<file path="src/rtl/measurement_pkg.sv">
// constants for the motor measurement readout bank
package measurement_pkg;
    localparam int ADDR_W = 12;
    localparam int DATA_W = 32;
    localparam int FIELD_W = 16;
    // register offsets as printed
    localparam logic [11:0] PHASE_ONE_CURRENT_OFS = 12'h043e;
    localparam logic [11:0] PHASE_TWO_CURRENT_OFS = 12'h0440;
    localparam logic [11:0] PHASE_THREE_CURRENT_OFS = 12'h0442;
    localparam logic [11:0] SENSE_GAIN_READBACK_OFS = 12'h0466;
    localparam logic [11:0] VOLTAGE_RANGE_READBACK_OFS = 12'h0476;
    localparam logic [11:0] SUPPLY_BUS_VOLTAGE_OFS = 12'h0478;
    // reset values
    localparam logic [31:0] MEAS_RESET = 32'h0000_0000;
    localparam logic [15:0] FIELD_RESET = 16'h0000;
    localparam logic [15:0] RESERVED_ZERO = 16'h0000;
    localparam logic [31:0] UNMAPPED_READ = 32'h0000_0000;
    // scaling: amperes = value / 2**27 * 1.25, volts = value * 60 / 2**27
    localparam int FRAC_BITS = 27;
    // sense gain codes (V/A): 1.2, 0.6, 0.3, 0.15
    localparam logic [15:0] GAIN_1P2 = 16'h0000;
    localparam logic [15:0] GAIN_0P6 = 16'h0001;
    localparam logic [15:0] GAIN_0P3 = 16'h0002;
    localparam logic [15:0] GAIN_0P15 = 16'h0003;
    // voltage range codes: 60 V, 30 V, 15 V full scale
    localparam logic [15:0] RANGE_60V = 16'h0000;
    localparam logic [15:0] RANGE_30V = 16'h0001;
    localparam logic [15:0] RANGE_15V = 16'h0002;
endpackage

</file>
<file path="src/rtl/motor_measurement_readout.sv">
// read-only measurement register bank of the motor driver
// What this block does
// - phase one current, 32-bit read-only, Q27*1.25A
// - phase two current, same scaling, read-only
// - phase three current, read-only, resets zero
// - sense gain codes 0..3 in low half
// - voltage range codes 0..2 in low half
// - supply bus voltage, value*60/2^27 volts
// - sense gain register resets zero, upper zero
// - voltage range register resets zero, upper zero
//
// The strobed register port is this design's own decision.
`timescale 1ns/10ps
`default_nettype none
module motor_measurement_readout
    import measurement_pkg::*;
(
    input wire logic clk_in,
    input wire logic rstn_in,
    // values from the control algorithm, sampled every clock while update is high
    input wire logic update_in,
    input wire logic [31:0] phase_one_current_in,
    input wire logic [31:0] phase_two_current_in,
    input wire logic [31:0] phase_three_current_in,
    input wire logic [1:0] sense_gain_in,
    input wire logic [1:0] voltage_range_in,
    input wire logic [31:0] supply_bus_voltage_in,
    // register port
    input wire logic [11:0] addr_in,
    input wire logic [31:0] wdata_in,
    input wire logic write_in,
    input wire logic read_in,
    output logic [31:0] rdata_out,
    output logic sense_gain_out_of_range_out
);
    logic [31:0] phase_one_current;
    logic [31:0] phase_two_current;
    logic [31:0] phase_three_current;
    logic [15:0] sense_gain_readback;
    logic [15:0] voltage_range_readback;
    logic [31:0] supply_bus_voltage;
    logic [31:0] rdata;
    logic range_bad;

    logic [31:0] next_phase_one_current;
    logic [31:0] next_phase_two_current;
    logic [31:0] next_phase_three_current;
    logic [15:0] next_sense_gain_readback;
    logic [15:0] next_voltage_range_readback;
    logic [31:0] next_supply_bus_voltage;
    logic [31:0] next_rdata;
    logic next_range_bad;

    // measurement capture; the bus write path never reaches these
    always_comb begin
        next_phase_one_current = phase_one_current;
        next_phase_two_current = phase_two_current;
        next_phase_three_current = phase_three_current;
        next_sense_gain_readback = sense_gain_readback;
        next_voltage_range_readback = voltage_range_readback;
        next_supply_bus_voltage = supply_bus_voltage;
        next_range_bad = range_bad;
        if (update_in) begin
            next_phase_one_current = phase_one_current_in;
            next_phase_two_current = phase_two_current_in;
            next_phase_three_current = phase_three_current_in;
            next_sense_gain_readback = {14'h0000, sense_gain_in};
            // code 3 is undefined for the range; hold the last legal code
            if ({14'h0000, voltage_range_in} <= RANGE_15V) begin
                next_voltage_range_readback = {14'h0000, voltage_range_in};
                next_range_bad = 1'b0;
            end else begin
                next_range_bad = 1'b1;
            end
            next_supply_bus_voltage = supply_bus_voltage_in;
        end
    end

    always_ff @(posedge clk_in) begin
        if (!rstn_in) begin
            phase_one_current <= MEAS_RESET;
            phase_two_current <= MEAS_RESET;
            phase_three_current <= MEAS_RESET;
            sense_gain_readback <= FIELD_RESET;
            voltage_range_readback <= FIELD_RESET;
            supply_bus_voltage <= MEAS_RESET;
            range_bad <= 1'b0;
        end else begin
            phase_one_current <= next_phase_one_current;
            phase_two_current <= next_phase_two_current;
            phase_three_current <= next_phase_three_current;
            sense_gain_readback <= next_sense_gain_readback;
            voltage_range_readback <= next_voltage_range_readback;
            supply_bus_voltage <= next_supply_bus_voltage;
            range_bad <= next_range_bad;
        end
    end

    // read mux; data stands only in the cycle after the strobe
    always_comb begin
        next_rdata = UNMAPPED_READ;
        if (read_in) begin
            case (addr_in)
                PHASE_ONE_CURRENT_OFS: next_rdata = phase_one_current;
                PHASE_TWO_CURRENT_OFS: next_rdata = phase_two_current;
                PHASE_THREE_CURRENT_OFS: next_rdata = phase_three_current;
                SENSE_GAIN_READBACK_OFS: next_rdata = {RESERVED_ZERO, sense_gain_readback};
                VOLTAGE_RANGE_READBACK_OFS: next_rdata = {RESERVED_ZERO, voltage_range_readback};
                SUPPLY_BUS_VOLTAGE_OFS: next_rdata = supply_bus_voltage;
                default: next_rdata = UNMAPPED_READ;
            endcase
        end
    end

    always_ff @(posedge clk_in) begin
        if (!rstn_in) begin
            rdata <= UNMAPPED_READ;
        end else begin
            rdata <= next_rdata;
        end
    end

    assign rdata_out = rdata;
    assign sense_gain_out_of_range_out = range_bad;
endmodule // motor_measurement_readout
`default_nettype wire

</file>
<file path="config.mk">
export PLATFORM = sky130hd
export DESIGN_NAME = motor_measurement_readout
export DESIGN_NICKNAME = d
export VERILOG_FILES = /design/src/rtl/measurement_pkg.sv /design/src/rtl/motor_measurement_readout.sv
export SDC_FILE = /design/constraint.sdc
export NUM_CORES = 1
export LEC_CHECK = 0
export ABC_AREA = 1
export BUFFER_PORTS_ARGS = -buffer_cell sky130_fd_sc_hd__buf_4
export CORE_ASPECT_RATIO = 1.25
export CORE_MARGIN = 2
export CORE_UTILIZATION = 55
export DETAILED_ROUTE_END_ITERATION = 12
export MAX_ROUTING_LAYER = met4
export PLACE_DENSITY = 0.84
export SLEW_MARGIN = 20
export SYNTH_ARGS = -nofsm -noshare
export SYNTH_HDL_FRONTEND = slang
export SYNTH_SLANG_ARGS = --single-unit
</file>
<file path="constraint.sdc">
create_clock -name clk_in -period 2.8 [get_ports clk_in]
set_clock_uncertainty 0.15 [all_clocks]
set_input_delay 0.14 -clock clk_in [delete_from_list [all_inputs] [get_ports clk_in]]
set_output_delay 0.14 -clock clk_in [all_outputs]
set_load 0.02 [all_outputs]
</file>
==> out/results.ini, run 1 <==
[run_status]
status=finished clean

[pwr]
cellLeakagePower_uw=0.004464
ir_drop_uv=394.8
swShare=0.2343
clkPwrFrac=0.438
p_int_uw=4339
combPwrFrac=0.113
p_per_area_mw_per_mm2=568.9
seqPwrFrac=0.449
switching_power_uw=1328

[routing]
wire_per_inst_um=16.85
drc=0
drt-initial-drc-count=596
vias=7454
drt_wl_total_um=23210
ant_nets=0
dr.pass1.iters=6
routed_via_density=5.413

[synthesis]
postSynthCellCount=920
synth_cell_type_count=24
synth.ff_latch_count=165
synth.area.top_cells=dfxtp_1, nor2_1, o21ai_0, nand2_1, inv_1
netlist.area_leader.share=0.4967
synth_top_area_cell=dfxtp_1
synth.cell_area_mm2=0.006650
synth_nets=1101
avgSynthCellArea_um2=7.228
yosysSeqAreaShare=0.4967
yosysWarningCount=0

[clock_tree]
cts_inserted_buffers=17
clock_latency_ps=420
numClockSinks=165
cts_tree=yes
cts_max_level=4
cts_resized=0
clkTransAtPathRegs_ps=60
root_buffer=clkbuf_16
clockBufferDepth=2

[global_routing]
grt_pass1_vias=7566
grt-ovfl-total=0
grt_pass1_wl_um=36610
grt_max_degree=100
grt_usage=0.3761
antenna_found_initial=1

[placement]
dp_hpwl_um=11580
portBuffers=180
placed_area_mm2=0.007994
place_congestion=0.8416

[timing]
drv_slew=0
maxClockFrequency_ghz=0.5391
fin_crit_ps=1855
worstMarginPinSlew_ps=928.1
finalHoldViolations=0
rsz0062_at_grt=false
holdWs_ps=86.12
maxSlewHeadroom=0.3813
setup_viol=0
fin_setup_tns_ps=0
fin_crit_sh=0.6625

[cells_and_area]
area_growth_pct=49.80
fillers=665
fin_nets=1383
post_route_cells_drive_above_1_share=0.2035
final_area_mm2=0.009962
final-seq-area_mm2=0.003303
multi_input_area_mm2=0.002850

[floorplan]
die_x_um=102.4
start_util=0.5671
die-area_mm2=0.01299
die_y_um=126.9
pin_count=214
rows=44
core-area_mm2=0.01173

[worst_setup_path]
crit_type=input port to register
crit_family=simple AND/OR/NAND/NOR gates
crit_path_top_delay_cell=nand2_2
arrival_ps=2040
crit_top_cell=nand2_1
crit_chain=buf_4, inv_1, nand2_1, nor2_8, buf_4, nand3_2, nand2_1, inv_1, nand2_1, nand2_2, nor2_1
cp_max_fo=30
worst-path-buf-inv=4
end_kind=register
max_stage_delay_ps=470
startpoint_type=input port
crit_required_ps=2980

[run]
drv_cap=0

[worst_hold_path]
hp-class=input port to register

cells in the final DEF, fill, tap and decap left out:
| master | count |
|---|---|
| clkbuf_16 | 17 |
| clkinv_2 | 3 |
| nand3_1 | 31 |
| nor2_8 | 2 |
| clkinv_4 | 3 |
| nor2_2 | 13 |
| nand2_1 | 109 |
| clkbuf_1 | 2 |
| inv_6 | 1 |
| nand4_1 | 13 |
| nand2_2 | 4 |
| diode_2 | 2 |
| inv_4 | 1 |
| clkinvlp_4 | 2 |
| o21ai_0 | 161 |
| bufinv_16 | 4 |
| dlygate4sd3_1 | 134 |
| o21ai_1 | 4 |
| inv_1 | 50 |
| nand3_4 | 1 |
| nand3_2 | 1 |
| nor2_4 | 3 |
| nor3_1 | 1 |
| nor2_1 | 258 |
| inv_2 | 3 |
| a21oi_1 | 38 |
| buf_12 | 1 |
| a211oi_1 | 1 |
| buf_4 | 187 |
| dfxtp_1 | 165 |
| clkbuf_8 | 1 |
through the flow:
stage               std cells  total power, uW  setup WS [ps]  utilization
finish                   1377             5667          945.0       0.8496
global route             1376             5838          809.4       0.8493
CTS                      1375             5623          991.9       0.8491
detailed placement       1210             3039          549.7       0.6817
global placement         1210             3025          644.7       0.6817
floorplan                 920             2808           1541            -
synthesized netlist by cell type:
cell	count
nor2_1	258
dfxtp_1	165
o21ai_0	161
nand2_1	109
inv_1	51
a21oi_1	38
clkbuf_1	37
nand3_1	31
nand4_1	13
nor2_2	13
buf_2	12
buf_6	6
nand2_2	4
o21ai_1	4
inv_2	3
nor2_4	3
buf_1	2
clkbuf_2	2
clkinv_2	2
nor2_8	2
a211oi_1	1
nand3_2	1
nand3_4	1
nor3_1	1
final cells by class:
class | instances | share of cell area
clock buffer | 20 | 0.04484
inverter | 56 | 0.02160
sequential | 165 | 0.3316
multi-input combinational | 640 | 0.2861
timing repair buffer | 322 | 0.2776
tap | 161 | 0.02022
clock inverter | 11 | 0.01758
antenna | 2 | 0.0005024
flip-flops by register name, summed over array words and instances (netlist names):
signal and cells:
phase_three_current 32, sense_gain_out_of_range_out 1, phase_two_current 32, supply_bus_voltage 32, phase_one_current 32, rdata_out 32
voltage_range_readback 2, sense_gain_readback 2
metal layers:
| layer | vias to the layer above | track usage | wire length (um) |
|---|---|---|---|
| met1 | 3431 | 0.4025 | 8489 |
| li1 | 3502 | - | - |
| met3 | 123 | 0.08154 | 1586 |
| met4 | 0 | 0.2282 | 1336 |
| met5 | - | - | 0 |
| met2 | 398 | 0.6269 | 11790 |
final timing paths:
path,depth (start not counted),to,start,slack [ps]
worst max-delay path,11,rdata_out[25],addr_in[11],950
worst min-delay path,3,phase_three_current[19],update_in,90
worst max register to register,3,voltage_range_readback[1],voltage_range_readback[1],1500
worst min register to register,2,supply_bus_voltage[9],supply_bus_voltage[9],300
tightest hold or removal path, delay by kind of cell:
kind,cells,cell delay (ps)
buffers and inverters,2,280
AO/OA/AOI/OAI,1,180
repair_timing:
item                                   in CTS  in global routing
hold buffers                              134                  0
endpoints found under the hold margin     135                  0
buffers inserted                            0                  0
logic make-up after synthesis:
logic type / share of synthesized area
and+or+nand+nor: 0.2747
AOI/OAI and AO/OA: 0.1539
DFF: 0.4967
buffers and inverters: 0.07469
power groups by stage:
stage                     clock, uW  sequential, uW  combinational (uW)
final                          2480            2540                 642
after global routing           2580            2550                 701
after CTS                      2480            2530                 611
after detailed placement          0            2580                 455
after global placement            0            2580                 446
after floorplan                   0            2570                 237
Note: power is estimated with default switching activity, not from simulation.
==> run 2: changes to the inputs <==
--- a/config.mk
+++ b/config.mk
@@ -9,10 +9,10 @@
 export BUFFER_PORTS_ARGS = -buffer_cell sky130_fd_sc_hd__buf_4
 export CORE_ASPECT_RATIO = 1.25
 export CORE_MARGIN = 2
-export CORE_UTILIZATION = 55
+export CORE_UTILIZATION = 46
 export DETAILED_ROUTE_END_ITERATION = 12
 export MAX_ROUTING_LAYER = met4
-export PLACE_DENSITY = 0.84
+export PLACE_DENSITY = 0.74
 export SLEW_MARGIN = 20
 export SYNTH_ARGS = -nofsm -noshare
 export SYNTH_HDL_FRONTEND = slang
==> constraint.sdc (replaced) <==
create_clock -name clk_in -period 1.6 [get_ports clk_in]
set_clock_uncertainty 0.15 [all_clocks]
set_input_delay 0.08 -clock clk_in [delete_from_list [all_inputs] [get_ports clk_in]]
set_output_delay 0.08 -clock clk_in [all_outputs]
set_load 0.02 [all_outputs]
==> out/results.ini, run 2 (synthesized netlist as in run 1, its figures left out) <==
[run_status]
status=finished clean  ; unchanged

[clock_tree]
clock_latency_ps=430  ; was 420 ps
numClockSinks=165  ; unchanged
cts_max_level=4  ; unchanged
cts_inserted_buffers=17  ; unchanged
clkTransAtPathRegs_ps=60  ; about the same
cts_tree=yes  ; unchanged
clockBufferDepth=2  ; unchanged
cts_setup_buffers=0  ; unchanged
root_buffer=clkbuf_16  ; unchanged

[worst_setup_path]
max_stage_delay_ps=580  ; was 470 ps
crit_start=supply_bus_voltage_in[8]  ; was addr_in[11]
reg2reg_slack_ps=310  ; was 1500 ps
r2r_start=supply_bus_voltage[8]  ; was voltage_range_readback[1]
crit_type=input port to register  ; unchanged
crit_path_top_delay_cell=dlygate4sd3_1  ; was nand2_2
cp_max_fo=1  ; was 30
crit_family=buffers and inverters  ; was simple AND/OR/NAND/NOR gates
startpoint_type=input port  ; unchanged
end_kind=register  ; unchanged
crit_top_cell=dlygate4sd3_1  ; was nand2_1
crit_chain=dlygate4sd3_1, buf_4, o21ai_0, a21oi_1, dlygate4sd3_1  ; was buf_4, inv_1, nand2_1, nor2_8, buf_4, nand3_2, nand2_1, inv_1, nand2_1, nand2_2, nor2_1
crit_required_ps=1770  ; was 2980 ps
arrival_ps=1680  ; was 2040 ps
worst-path-buf-inv=3  ; was 4

[global_routing]
grt_max_degree=100  ; unchanged
grt_usage=0.2984  ; was 0.3761
grt-ovfl-total=0  ; unchanged
antenna_found_initial=2  ; was 1
grt_pass1_vias=7326  ; was 7566
grt_pass1_wl_um=35560  ; was 36610 um

[cells_and_area]
area_growth_pct=57.55  ; was 49.80%
fin_nets=1423  ; was 1383
stdcell_count=1434  ; was 1377
fillers=1011  ; was 665
final_common_cell=nor2_1  ; unchanged
post_route_cells_drive_above_1_share=0.2161  ; was 0.2035
mostFrequentLayoutCells=nor2_1, buf_4, dfxtp_1  ; unchanged

[placement]
dp_hpwl_um=12610  ; was 11580 um
portBuffers=180  ; unchanged
place_congestion=0.8383  ; was 0.8416
place_inst=1249  ; was 1210

[pwr]
p_per_area_mw_per_mm2=948.3  ; was 568.9 mW/mm^2
cellLeakagePower_uw=0.004714  ; was 0.004464 uW
switching_power_uw=2307  ; was 1328 uW
power_uw=9935  ; was 5667 uW
combPwrFrac=0.118  ; was 0.113
seqPwrFrac=0.447  ; was 0.449
clkPwrFrac=0.435  ; was 0.438
ir_drop_uv=793.7  ; was 394.8 uV
swShare=0.2322  ; was 0.2343
p_int_uw=7629  ; was 4339 uW

[floorplan]
die-area_mm2=0.01544  ; was 0.01299 mm^2
core-area_mm2=0.01429  ; was 0.01173 mm^2
die_y_um=138.4  ; was 126.9 um
start_util=0.4655  ; was 0.5671
rows=49  ; was 44
pin_count=214  ; unchanged
die_x_um=111.5  ; was 102.4 um

[run]
drv_cap=0  ; unchanged

[routing]
drt-initial-drc-count=440  ; was 596
wire_per_inst_um=15.80  ; was 16.85 um
vias=7403  ; was 7454
dr.pass1.iters=5  ; was 6
drc=0  ; unchanged
ant_nets=0  ; unchanged
routed_via_density=5.162  ; was 5.413
drt_wl_total_um=22660  ; was 23210 um

[timing]
setup_viol=0  ; unchanged
rsz0062_at_grt=false  ; unchanged
drv_slew=0  ; unchanged
maxClockFrequency_ghz=0.6620
maxSlewHeadroom=0.7460  ; was 0.3813
fin_crit_sh=0.9442
worstMarginPinSlew_ps=381.0  ; was 928.1 ps
fin_crit_ps=1511
finalHoldViolations=0  ; unchanged
fin_setup_tns_ps=0  ; unchanged

[worst_hold_path]
hp-class=input port to register  ; unchanged
worstHoldStart=rstn_in  ; was update_in

## run 2: stage by stage
stage | hold WS, ps | utilization | setup slack [ps] | area [um^2]
floorplan | 64.90 | - | 401.0 | 6650
detailed placement | 156.0 | 0.5832 | 41.37 | 8330
global placement | 152.1 | 0.5832 | 63.98 | 8330
finish | 21.74 | 0.7335 | 89.35 | 10480
global route | 45.31 | 0.7335 | 97.36 | 10480
CTS | 27.02 | 0.7331 | 269.9 | 10470
## run 2: metal layers
layer / global-route usage / up-vias / wire length (um)
met5: - / - / 0
met4: 0.1650 / 0 / 1096
met3: 0.05217 / 73 / 1191
met2: 0.5154 / 315 / 11650
met1: 0.3236 / 3434 / 8723
li1: - / 3581 / -
## run 2: timing repair
| item | 4_1_cts | 5_1_grt |
|---|---|---|
| hold buffers | 152 | 0 |
| hold endpoints to repair | 135 | 0 |
| gates resized for setup | 0 | 0 |
## run 2: final timing paths
check,endpoint,cells after the start
worst max register to register,supply_bus_voltage[8],3
worst min register to register,supply_bus_voltage[29],2
worst max-delay path,supply_bus_voltage[8],5
worst min-delay path,phase_one_current[0],4
## run 2: layout make-up
type	instances	area (um^2)	share of cell area
antenna	2	5.005	0.0004777
clock buffer	18	439.2	0.04192
clock inverter	13	181.4	0.01732
inverter	56	215.2	0.02054
multi-input combinational	640	2850	0.2720
sequential	165	3303	0.3153
tap	178	222.7	0.02126
timing repair buffer	362	3261	0.3112
## run 2: tightest hold or removal path, delay by kind of cell
kind	cells	cell delay (ps)
AO/OA/AOI/OAI	1	110
AND/OR/NAND/NOR	1	50
buffers and inverters	2	320
## run 2: power groups by stage
stage | Sequential, uW | Combinational, uW | Clock, uW
floorplan | 4500 | 415 | 0
global placement | 4510 | 816 | 0
detailed placement | 4520 | 828 | 0
CTS | 4440 | 1130 | 4340
global route | 4460 | 1280 | 4520
finish | 4440 | 1170 | 4320
==> run 3: changes to the inputs <==
--- a/config.mk
+++ b/config.mk
@@ -5,14 +5,13 @@
 export SDC_FILE = /design/constraint.sdc
 export NUM_CORES = 1
 export LEC_CHECK = 0
-export ABC_AREA = 1
 export BUFFER_PORTS_ARGS = -buffer_cell sky130_fd_sc_hd__buf_4
 export CORE_ASPECT_RATIO = 1.25
 export CORE_MARGIN = 2
-export CORE_UTILIZATION = 46
+export CORE_UTILIZATION = 47
 export DETAILED_ROUTE_END_ITERATION = 12
 export MAX_ROUTING_LAYER = met4
-export PLACE_DENSITY = 0.74
+export PLACE_DENSITY = 0.75
 export SLEW_MARGIN = 20
 export SYNTH_ARGS = -nofsm -noshare
 export SYNTH_HDL_FRONTEND = slang
==> out/results.ini, run 3 <==
[timing]
setup_viol=0  ; unchanged
rsz0062_at_grt=true  ; was false
drv_slew=0  ; unchanged
worstMarginPinSlew_ps=465.8  ; was 381.0 ps
maxClockFrequency_ghz=0.6291  ; was 0.6620 GHz
fin_crit_ps=1590  ; was 1511 ps
fin_setup_tns_ps=0  ; unchanged
maxSlewHeadroom=0.6806  ; was 0.7460
fin_crit_sh=0.9935  ; was 0.9442
finalHoldViolations=0  ; unchanged

[synthesis]
yosysSeqAreaShare=0.4589  ; was 0.4967
synth.area.top_cells=dfxtp_1, mux2i_1, nor2b_1, nor4_1, o221ai_1  ; was dfxtp_1, nor2_1, o21ai_0, nand2_1, inv_1
yosysWarningCount=0  ; unchanged
synth_edf_count=0  ; unchanged
synth.cell_area_mm2=0.007198  ; was 0.006650 mm^2
ys_top_cells_by_count=dfxtp_1, mux2i_1, nor2b_1  ; was nor2_1, dfxtp_1, o21ai_0
netlist.area_leader.share=0.4589  ; was 0.4967
ys.flop_type=dfxtp_1  ; unchanged
synth_top_area_cell=dfxtp_1  ; unchanged
synth_cell_type_count=34  ; was 24
postSynthCellCount=717  ; was 920
async_reset_ff_frac=0  ; unchanged
avgSynthCellArea_um2=10.04  ; was 7.228 um^2
yosysMostFrequentCell=dfxtp_1  ; was nor2_1
synth.ff_latch_count=165  ; unchanged
synth_nets=898  ; was 1101

[pwr]
seqPwrFrac=0.431  ; was 0.447
switching_power_uw=2330  ; was 2307 uW
ir_drop_uv=693.3  ; was 793.7 uV
clkPwrFrac=0.427  ; was 0.435
p_int_uw=7922  ; was 7629 uW
power_uw=10250  ; was 9935 uW
swShare=0.2273  ; was 0.2322
cellLeakagePower_uw=0.004881  ; was 0.004714 uW
p_per_area_mw_per_mm2=904.0  ; was 948.3 mW/mm^2
combPwrFrac=0.142  ; was 0.118

[cells_and_area]
mostFrequentLayoutCells=buf_4, dlygate4sd3_1, dfxtp_1  ; was nor2_1, buf_4, dfxtp_1
fin_nets=1252  ; was 1423
utilization=0.7585  ; was 0.7335
final_common_cell=buf_4  ; was nor2_1
area_growth_pct=57.55  ; about the same
final-seq-area_mm2=0.003303  ; unchanged
post_route_cells_drive_above_1_share=0.2482  ; was 0.2161
multi_input_area_mm2=0.003588  ; was 0.002850 mm^2
stdcell_count=1267  ; was 1434
fillers=963  ; was 1011

[routing]
drt-initial-drc-count=441  ; was 440
wire_per_inst_um=18.46  ; was 15.80 um
drc=0  ; unchanged
dr.pass1.iters=5  ; unchanged
routed_via_density=5.352  ; was 5.162
vias=6781  ; was 7403
drt_wl_total_um=23390  ; was 22660 um
ant_nets=0  ; unchanged

[clock_tree]
numClockSinks=165  ; unchanged
cts_setup_buffers=0  ; unchanged
clkTransAtPathRegs_ps=70  ; was 60 ps
clock_latency_ps=430  ; about the same
cts_max_level=4  ; unchanged
clockBufferDepth=2  ; unchanged
root_buffer=clkbuf_16  ; unchanged
cts_inserted_buffers=17  ; unchanged
cts_tree=yes  ; unchanged

[placement]
dp_hpwl_um=13710  ; was 12610 um
portBuffers=180  ; unchanged
place_inst=1069  ; was 1249
place_congestion=0.8329  ; was 0.8383

[worst_setup_path]
crit_required_ps=1810  ; was 1770 ps
startpoint_type=input port  ; unchanged
end_kind=register  ; unchanged
cp_max_fo=19  ; was 1
crit_type=input port to register  ; unchanged
arrival_ps=1800  ; was 1680 ps

[global_routing]
grt-ovfl-total=0  ; unchanged
antenna_found_initial=1  ; was 2
grt_max_degree=67  ; was 100
grt_pass1_wl_um=35980  ; was 35560 um
grt_usage=0.2939  ; was 0.2984
grt_pass1_vias=7018  ; was 7326

[floorplan]
rows=50  ; was 49
pin_count=214  ; unchanged
die_y_um=142.4  ; was 138.4 um
core-area_mm2=0.01495  ; was 0.01429 mm^2
start_util=0.4814  ; was 0.4655
die_x_um=114.7  ; was 111.5 um
die-area_mm2=0.01633  ; was 0.01544 mm^2

[worst_hold_path]
hp-class=input port to register  ; unchanged

[run]
drv_cap=0  ; unchanged

[run_status]
status=finished clean  ; unchanged

==> run 3: changes by cell type after synthesis, moves of 5 or more <==
cell / change
a21oi_1: -13
o221ai_1: +19
a32oi_1: +11
nor2_2: -13
mux2i_1: +162
nor4_1: +40
o21ai_0: -161
nand4_1: -11
nand2_1: -75
nor2_1: -242
nand3_1: -26
o22ai_1: +5
inv_1: -30
nor2b_1: +130
==> run 3: area by class of cell <==
cell class / count / area share
flip-flops and latches: 165 / 0.2913
clock buffers: 24 / 0.04248
clock inverters: 8 / 0.01291
diodes: 1 / 0.0002207
inverters: 21 / 0.006951
well taps: 182 / 0.02008
multi-input cells: 472 / 0.3164
repair buffers: 394 / 0.3097
==> run 3: cell families after synthesis <==
logic type	Yosys count	share of synthesized area
and+or+nand+nor	240	0.1969
DFF	165	0.4589
muxes	162	0.2253
buffers and inverters	80	0.04884
AOI/OAI and AO/OA	70	0.07005
==> run 3: final timing paths <==
path                           end                   start  cells after the start  slack [ps]
max                  rdata_out[21]              addr_in[0]                      6          10
min                  rdata_out[27]                 read_in                      4          40
max reg2reg  phase_two_current[20]   phase_two_current[20]                      3         200
min reg2reg          rdata_out[22]  supply_bus_voltage[22]                      2         310
==> run 3: timing repair <==
action	in CTS	in global routing
endpoints found under the setup margin	0	5
hold buffers	165	0
endpoints found under the hold margin	145	0
resized for setup	0	6
==> run 3: critical path: stages <==
cell	delay, ps
buf_4	110
or4_4	630
buf_4	260
nor4_1	360
o221ai_1	170
a21oi_1	180
==> run 3: power by group through the flow <==
stage	sequential [uW]	combinational, uW	clock, uW
3_5_place_dp	4500	1070	0
6_report	4420	1460	4370
4_1_cts	4410	1410	4380
5_1_grt	4440	1560	4580
2_1_floorplan	4470	580	0
3_3_place_gp	4500	1060	0
==> run 3: stage by stage <==
stage	cell area [um^2]	setup slack, ps	hold WS [ps]
2_1_floorplan	7198	-107.9	99.39
3_3_place_gp	9019	-258.7	185.2
3_5_place_dp	9019	-334.4	194.5
4_1_cts	11300	9.698	36.83
5_1_grt	11340	-26.02	51.34
6_report	11340	10.46	38.82
==> run 3: routing by layer <==
layer  vias to the layer above  GRT usage  wire length (um)
li1                       3237          -                 -
met1                      3208     0.3268              9136
met2                       268     0.5126             12270
met3                        68    0.04855              1092
met4                         0     0.1357               897
met5                         -          -                 0
